`config.mk`:
```
export PLATFORM = sky130hd
export DESIGN_NAME = ssru_status_unit
export DESIGN_NICKNAME = d
export VERILOG_FILES = /design/src/core/ssru_pkg.sv /design/src/core/ssru_status_unit.sv
export VERILOG_INCLUDE_DIRS = /design/src /design/src/core
export SDC_FILE = /design/constraint.sdc
export NUM_CORES = 1
export LEC_CHECK = 0
export BUFFER_PORTS_ARGS = -buffer_cell sky130_fd_sc_hd__buf_4
export CORE_MARGIN = 1.5
export CORE_UTILIZATION = 55
export DETAILED_ROUTE_END_ITERATION = 8
export PLACE_DENSITY = 0.93
export SETUP_SLACK_MARGIN = 0.02
export SLEW_MARGIN = 20
export SYNTH_ARGS = -nofsm -noshare
export SYNTH_HDL_FRONTEND = slang
export SYNTH_SLANG_ARGS = --single-unit
```
`constraint.sdc`:
```
create_clock -name clk -period 2.02 [get_ports clk]
set_clock_uncertainty 0.2 [all_clocks]
set_input_delay 0.101 -clock clk [delete_from_list [all_inputs] [get_ports clk]]
set_output_delay 0.101 -clock clk [all_outputs]
set_load 0.005 [all_outputs]
```
`src/core/ssru_defines.svh`:
```
// constants for the status and service request unit
`ifndef SSRU_DEFINES_SVH
`define SSRU_DEFINES_SVH
// status byte bit positions
`define SSRU_STATUS_OPSUM_BIT 7
`define SSRU_STATUS_SERVICE_BIT 6
`define SSRU_STATUS_EVSUM_BIT 5
`define SSRU_STATUS_MSGAVAIL_BIT 4
`define SSRU_STATUS_ERRQ_BIT 2
`define SSRU_STATUS_READY_BIT 0
// standard event bit positions
`define SSRU_EVENT_POWER_BIT 7
`define SSRU_EVENT_USER_BIT 6
`define SSRU_EVENT_CMDERR_BIT 5
`define SSRU_EVENT_EXECERR_BIT 4
`define SSRU_EVENT_DEVERR_BIT 3
`define SSRU_EVENT_QUERYERR_BIT 2
`define SSRU_EVENT_REQCTL_BIT 1
`define SSRU_EVENT_OPDONE_BIT 0
// bits that can ever read as one, and the status bits that can request service
`define SSRU_STATUS_USED 8'h75
`define SSRU_STATUS_SRQ_SRC 8'h35
`define SSRU_EVENT_USED 8'hfd
// reset values
`define SSRU_MASK_RST 8'h00
`define SSRU_EVENT_RST 8'h80
`endif

```
`src/core/ssru_pkg.sv`:
```
// types for the status and service request unit
`default_nettype none
package ssru_pkg;
   // what a register read port selects
   typedef enum logic [1:0] {
      SSRU_SEL_STATUS,
      SSRU_SEL_SRQ_MASK,
      SSRU_SEL_EVENTS,
      SSRU_SEL_EVENT_MASK
   } ssru_sel_t;
endpackage : ssru_pkg
`default_nettype wire

```
`src/core/ssru_status_unit.sv`:
```
// status byte, standard event register, enable masks and service request
`default_nettype none
`include "ssru_defines.svh"

// one enable mask: loads on its write strobe, clears at reset
module ssru_mask_reg #(
   parameter int WIDTH = 8
) (
   // clock and reset
   input wire logic clk,
   input wire logic rst,
   // write port
   input wire logic wr_en,
   input wire logic [WIDTH-1:0] wr_data,
   // current mask
   output logic [WIDTH-1:0] mask
);
   import ssru_pkg::*;

   // masks clear at reset so nothing requests service until the host asks
   always_ff @(posedge clk) begin
      if (rst) begin
         mask <= WIDTH'(`SSRU_MASK_RST);
      end else if (wr_en) begin
         mask <= wr_data;
      end
   end
endmodule : ssru_mask_reg

module ssru_status_unit (
   // clock and reset
   input wire logic clk,
   input wire logic rst,
   // device state levels
   input wire logic reply_queue_nonempty,
   input wire logic error_queue_nonempty,
   input wire logic ready_summary_in,
   // device event pulses
   input wire logic user_request_evt,
   input wire logic command_error_evt,
   input wire logic execution_error_evt,
   input wire logic device_error_evt,
   input wire logic query_error_evt,
   input wire logic operation_complete_evt,
   // register access from the command parser
   input wire logic reg_rd,
   input wire logic reg_wr,
   input wire ssru_pkg::ssru_sel_t reg_sel,
   input wire logic [7:0] reg_wdata,
   input wire logic clear_status,
   output logic [7:0] reg_rdata,
   output logic reg_rvalid,
   // ieee-488 interface
   input wire logic serial_poll,
   output logic srq,
   output logic [7:0] poll_byte,
   output logic poll_valid
);
   import ssru_pkg::*;

   // how the unit behaves, for whoever wires it to a command parser:
   // - every register access is a one-cycle strobe; a read answers on the next edge
   // - the event flags are sticky; a read returns the old value and clears them
   // - an event in the same cycle as a read or clear is kept for the next read
   // - the status byte is never stored, it is rebuilt from live levels each cycle
   // - the poll answer freezes requested-service as it stood before the poll
   // limitation: a cause that stays set re-raises srq one cycle after each poll,
   // so a host that polls in a tight loop sees a steady stream of requests

   // status byte layout as the host sees it:
   //   bit 7  operation summary, not implemented, always zero
   //   bit 6  master summary on a query, requested-service on a poll
   //   bit 5  event summary of the enabled standard event flags
   //   bit 4  message available while the reply queue holds a message
   //   bit 3  unused, zero
   //   bit 2  error queue not empty
   //   bit 1  unused, zero
   //   bit 0  ready summary, passed straight through
   // standard event flags, bit 7 down to 0: power-on, user request, command
   // error, execution error, device error, query error, request control (never
   // set) and operation complete

   // enable masks
   logic [7:0] srq_mask_reg;
   logic [7:0] event_mask_reg;

   // sticky event flags, their next value and what changes them
   logic [7:0] event_flags_reg;
   logic [7:0] event_flags_next;
   logic [7:0] event_set;
   logic event_clear;

   // requested-service flag, only meaningful on the bus port
   logic requested_service_flag_reg;

   // status byte pieces
   logic [7:0] status_base;
   logic event_summary_bit;
   logic master_summary_flag;
   logic [7:0] status_query;
   logic [7:0] status_poll;

   // register strobes decoded per target
   logic event_flags_read;
   logic srq_mask_write;
   logic event_mask_write;

   // event summary: any flag that is both set and enabled
   assign event_summary_bit = |(event_flags_reg & event_mask_reg);

   // status byte without bit 6; bit 7 and the unused bits stay zero
   always_comb begin
      status_base = 8'h00;
      status_base[`SSRU_STATUS_EVSUM_BIT] = event_summary_bit;
      status_base[`SSRU_STATUS_MSGAVAIL_BIT] = reply_queue_nonempty;
      status_base[`SSRU_STATUS_ERRQ_BIT] = error_queue_nonempty;
      status_base[`SSRU_STATUS_READY_BIT] = ready_summary_in;
      // the operation summary is left at zero on purpose
      status_base[`SSRU_STATUS_OPSUM_BIT] = 1'b0;
      status_base = status_base & `SSRU_STATUS_USED;
   end

   // bit 6 is masked out of the source set so it can never request
   // master summary is a pure function of live causes, so it cannot be written
   // and drops as soon as the causes are cleared
   assign master_summary_flag = |(status_base & srq_mask_reg & `SSRU_STATUS_SRQ_SRC);

   // query form carries master summary, poll form carries requested-service
   always_comb begin
      status_query = status_base;
      status_query[`SSRU_STATUS_SERVICE_BIT] = master_summary_flag;
      status_poll = status_base;
      status_poll[`SSRU_STATUS_SERVICE_BIT] = requested_service_flag_reg;
   end

   // register strobes; writes to the read-only registers fall through unused
   assign event_flags_read = reg_rd && (reg_sel == SSRU_SEL_EVENTS);
   assign srq_mask_write = reg_wr && (reg_sel == SSRU_SEL_SRQ_MASK);
   assign event_mask_write = reg_wr && (reg_sel == SSRU_SEL_EVENT_MASK);

   // service request enable mask
   ssru_mask_reg #(
      .WIDTH(8)
   ) srq_mask_inst (
      .clk(clk),
      .rst(rst),
      .wr_en(srq_mask_write),
      .wr_data(reg_wdata),
      .mask(srq_mask_reg)
   );

   // standard event enable mask
   ssru_mask_reg #(
      .WIDTH(8)
   ) event_mask_inst (
      .clk(clk),
      .rst(rst),
      .wr_en(event_mask_write),
      .wr_data(reg_wdata),
      .mask(event_mask_reg)
   );

   // gather the event pulses onto their flag positions; bit 7 and bit 1 have
   // no pulse here, power-on comes from reset and request control never sets
   always_comb begin
      event_set = 8'h00;
      event_set[`SSRU_EVENT_USER_BIT] = user_request_evt;
      event_set[`SSRU_EVENT_CMDERR_BIT] = command_error_evt;
      event_set[`SSRU_EVENT_EXECERR_BIT] = execution_error_evt;
      event_set[`SSRU_EVENT_DEVERR_BIT] = device_error_evt;
      event_set[`SSRU_EVENT_QUERYERR_BIT] = query_error_evt;
      event_set[`SSRU_EVENT_OPDONE_BIT] = operation_complete_evt;
      event_set[`SSRU_EVENT_REQCTL_BIT] = 1'b0;
   end

   // a read of the flags or a clear-status strobe empties the register
   assign event_clear = event_flags_read || clear_status;

   // event flags: sticky; a new event wins over a clear in the same cycle, so an
   // event that lands on the read edge is kept for the next read
   always_comb begin
      event_flags_next = event_flags_reg;
      if (event_clear) begin
         event_flags_next = 8'h00;
      end
      event_flags_next = event_flags_next | event_set;
      event_flags_next = event_flags_next & `SSRU_EVENT_USED;
   end

   // reset stands for the power cycle, so power-on reads set afterwards
   always_ff @(posedge clk) begin
      if (rst) begin
         event_flags_reg <= `SSRU_EVENT_RST;
      end else begin
         event_flags_reg <= event_flags_next;
      end
   end

   // requested-service latches with srq and drops after a poll; a still-pending
   // cause re-arms it next cycle, so no request is lost
   always_ff @(posedge clk) begin
      if (rst) begin
         requested_service_flag_reg <= 1'b0;
      end else if (serial_poll) begin
         requested_service_flag_reg <= 1'b0;
      end else if (master_summary_flag) begin
         requested_service_flag_reg <= 1'b1;
      end
   end

   // srq line follows the master summary; a serial-port host only polls
   // the poll edge forces it low for one cycle so the host sees the line drop
   always_ff @(posedge clk) begin
      if (rst) begin
         srq <= 1'b0;
      end else if (serial_poll) begin
         srq <= 1'b0;
      end else begin
         srq <= master_summary_flag;
      end
   end

   // serial poll strobe answer, one cycle after the poll
   always_ff @(posedge clk) begin
      if (rst) begin
         poll_valid <= 1'b0;
      end else begin
         poll_valid <= serial_poll;
      end
   end

   // serial poll byte, held until the next poll
   always_ff @(posedge clk) begin
      if (rst) begin
         poll_byte <= 8'h00;
      end else if (serial_poll) begin
         poll_byte <= status_poll;
      end
   end

   // register read strobe answer, one cycle after the read
   always_ff @(posedge clk) begin
      if (rst) begin
         reg_rvalid <= 1'b0;
      end else begin
         reg_rvalid <= reg_rd;
      end
   end

   // register read data, held until the next read; the flag read returns the
   // value from before the clear that the same strobe causes
   always_ff @(posedge clk) begin
      if (rst) begin
         reg_rdata <= 8'h00;
      end else if (reg_rd) begin
         unique case (reg_sel)
            SSRU_SEL_STATUS: begin
               reg_rdata <= status_query;
            end
            SSRU_SEL_SRQ_MASK: begin
               reg_rdata <= srq_mask_reg;
            end
            SSRU_SEL_EVENTS: begin
               reg_rdata <= event_flags_reg;
            end
            SSRU_SEL_EVENT_MASK: begin
               reg_rdata <= event_mask_reg;
            end
         endcase
      end
   end
endmodule : ssru_status_unit
`default_nettype wire

```
==> impl_metrics.env <==
export IMPL_outcome="finished, final reports clean"
export IMPL_routed_top_layer="met4"
export IMPL_cp_slowest_stage_delay_ns=0.58
export IMPL_n_antenna_cell=0
export IMPL_routed_via_count=1603
export IMPL_ys_flop_type="dfxtp_1"
export IMPL_path_cells="dlygate4sd3_1 -> buf_4 -> a21oi_4 -> a21oi_1 -> dlygate4sd3_1 -> nor2_1"
export IMPL_critPathMaxFanout=12
export IMPL_power_density_mw_per_mm2=723.5
export IMPL_routed_wl_met3_um=302
export IMPL_ctsHtreeMaxLevel=2
export IMPL_drv_cap=0
export IMPL_rsz0062_at_grt="no"
export IMPL_fin_area_mm2=0.002351
export IMPL_dpl_hpwl_um=2366
export IMPL_power_leakage_nw=1.120
export IMPL_worst_setup_path_end_kind="flop"
export IMPL_vdd_ir_drop_worst_mv=0.9453
export IMPL_wl_um=4606
export IMPL_routabilityCongestion=0.9022
export IMPL_cts_tree="built"
export IMPL_fillCellCount=147
export IMPL_fin_cells=273
export IMPL_antenna_found_initial=0
export IMPL_area_growth_pct=44.09
export IMPL_dieArea_mm2=0.003302
export IMPL_cts_root_buffer="clkbuf_4"
export IMPL_placedCellCount=231
export IMPL_cp_arrival_ns=1.91
export IMPL_gr_total_overflow=0
export IMPL_ys_seq_elements=40
export IMPL_avgSynthCellArea_um2=9.597
export IMPL_drive_gt1_frac=0.2355
export IMPL_grt_max_degree=41
export IMPL_crit_buf_inv=3
export IMPL_tightest_slew_ns=0.5399
export IMPL_synth_area_mm2=0.001632
export IMPL_crit_required_ns=2.11
export IMPL_hold_class="input pin to flop"
export IMPL_netlist_top_cells_area="dfxtp_1 49%, mux2i_1 15%, nor2_1 8.3%"
export IMPL_drc_errors=0
export IMPL_synthDominantCellAreaShare=0.4908
export IMPL_cp_slowest_cell="dlygate4sd3_1"
export IMPL_row_count=19
export IMPL_synth_top_cell_by_area="dfxtp_1"
export IMPL_drt_initial_drc_count=96
export IMPL_placed_area_mm2=0.001908
export IMPL_finalNetCount=266
export IMPL_first_global_vias=1520
export IMPL_drtAntennaViolNets=0
export IMPL_clkTransAtPathRegs_ns=0.12
export IMPL_synth_distinct_cells=32
export IMPL_async_reset_ff_frac=0
export IMPL_max_freq_mhz=548.7
export IMPL_viasPerCell=5.872
export IMPL_maxSlewViolCount=0
export IMPL_start_util=0.5866
export IMPL_grt_total_usage=0.2985
export IMPL_hold_viol=0
export IMPL_setup_viol=0
export IMPL_post_route_period_util=0.9022
export IMPL_synth_edf_count=0
export IMPL_cp_common_cell="dlygate4sd3_1"
export IMPL_io_pins=44
export IMPL_fin_tns_setup_ns=0
export IMPL_clock_sinks=40
export IMPL_reg_largest_list="event_mask_inst.mask: 8 flops, reg_rdata: 8 flops, srq_mask_inst.mask: 8 flops"
export IMPL_netlist_instances=170
export IMPL_clockBufferDepth=2
export IMPL_dr_pass1_iters=5
export IMPL_min_period_ns=1.822
export IMPL_yosys_top_cells_count="40 x dfxtp_1, 36 x nor2_1, 25 x mux2i_1"
export IMPL_met1_length_um=1766
export IMPL_yosysWarnings=0
export IMPL_ys_seq_area_frac=0.4908
export IMPL_yosysMostFrequentCell="dfxtp_1"
export IMPL_cts_buffers_inserted=5
export IMPL_port_buffers=40
export IMPL_wire_per_inst_um=16.87
export IMPL_die_width_um=57.47
export IMPL_clk_latency_ns=0.35
export IMPL_start_kind="input pin"
export IMPL_coreArea_mm2=0.002781
export IMPL_post_route_util=0.8453
export IMPL_dr_wl_met2_um=2430
export IMPL_crit_type="input pin to flop"
export IMPL_die_h_um=57.47
export IMPL_path_delay_family="buffers and inverters"
export IMPL_finalPower_w=0.001701
export IMPL_slew_headroom=0.6390
export IMPL_grt_pass1_wl_um=7334
-- worst min-delay path, stage by stage --
cell       delay [ns]
buf_4            0.16
nand2_1          0.06
o21ai_1          0.11
a2111oi_2        0.08
-- what timing repair did --
| item | CTS | global route |
|---|---|---|
| gates resized for setup | 0 | 1 |
| setup buffers | 0 | 0 |
| hold endpoints to repair | 40 | 0 |
| hold buffers | 34 | 0 |
| endpoints found under the setup margin | 0 | 3 |
-- report_power, final --
| group | switching (W) | total (W) | internal, W |
|---|---|---|---|
| logic | 0.000116 | 0.000258 | 0.000142 |
| clock network | 0.000263 | 0.000591 | 0.000329 |
| registers | 0.0000262 | 0.000852 | 0.000826 |
| total | 0.000404 | 0.00170 | 0.00130 |
-- cells by family after synthesis --
| logic type | count (synthesis) | synth area share |
|---|---|---|
| and+or+nand+nor | 56 | 0.1472 |
| buffers and inverters | 14 | 0.04754 |
| DFF | 40 | 0.4908 |
| AOI/OAI and AO/OA | 30 | 0.1311 |
| muxes | 29 | 0.1810 |
| other | 1 | 0.002298 |
-- stage by stage --
step | worst slack [ns] | hold WS (ns)
2_1_floorplan | 0.6353 | 0.01843
3_3_place_gp | 0.5737 | 0.1042
3_5_place_dp | 0.5445 | 0.1152
4_1_cts | 0.2183 | 0.002857
5_1_grt | 0.07093 | 0.04098
6_report | 0.1976 | 0.02189
-- cell usage in the layout, fill, tap and decap left out, drive strengths merged, types with 3 or more instances in the layout --
| cell | n |
|---|---|
| a221oi | 3 |
| conb | 3 |
| nor2 | 36 |
| dfxtp | 40 |
| clkbuf | 7 |
| nand2 | 7 |
| mux2i | 25 |
| a21oi | 12 |
| nand3 | 4 |
| dlygate4sd3 | 34 |
| a2111oi | 3 |
| mux2 | 4 |
| buf | 40 |
| a22oi | 3 |
| o21ai | 4 |
| nor3 | 4 |
-- metal layers --
metal,vias to the layer above,track usage
li1,738,-
met1,764,0.3376
met2,89,0.5357
met3,12,0.05669
met4,0,0.1395
met5,-,0
-- path summary, 6_finish.rpt --
check | cells past startpoint | from | to | slack, ns
max | 6 | reg_rd | event_flags_reg[3] | 0.20
min | 4 | reg_sel[0] | reg_rdata[2] | 0.02
min reg2reg | 2 | requested_service_flag_reg | requested_service_flag_reg | 0.26
max reg2reg | 4 | event_flags_reg[2] | requested_service_flag_reg | 0.47
-- cell type report --
class	instances	area, um^2	share of cell area
flip-flops and latches	40	800.8	0.3406
multi-input cells	118	768.2	0.3268
repair buffers	74	640.6	0.2725
clock buffers	7	65.06	0.02767
well taps	31	38.79	0.01650
clock inverters	1	30.03	0.01277
inverters	2	7.507	0.003193
(Power assumes the default switching activity.)
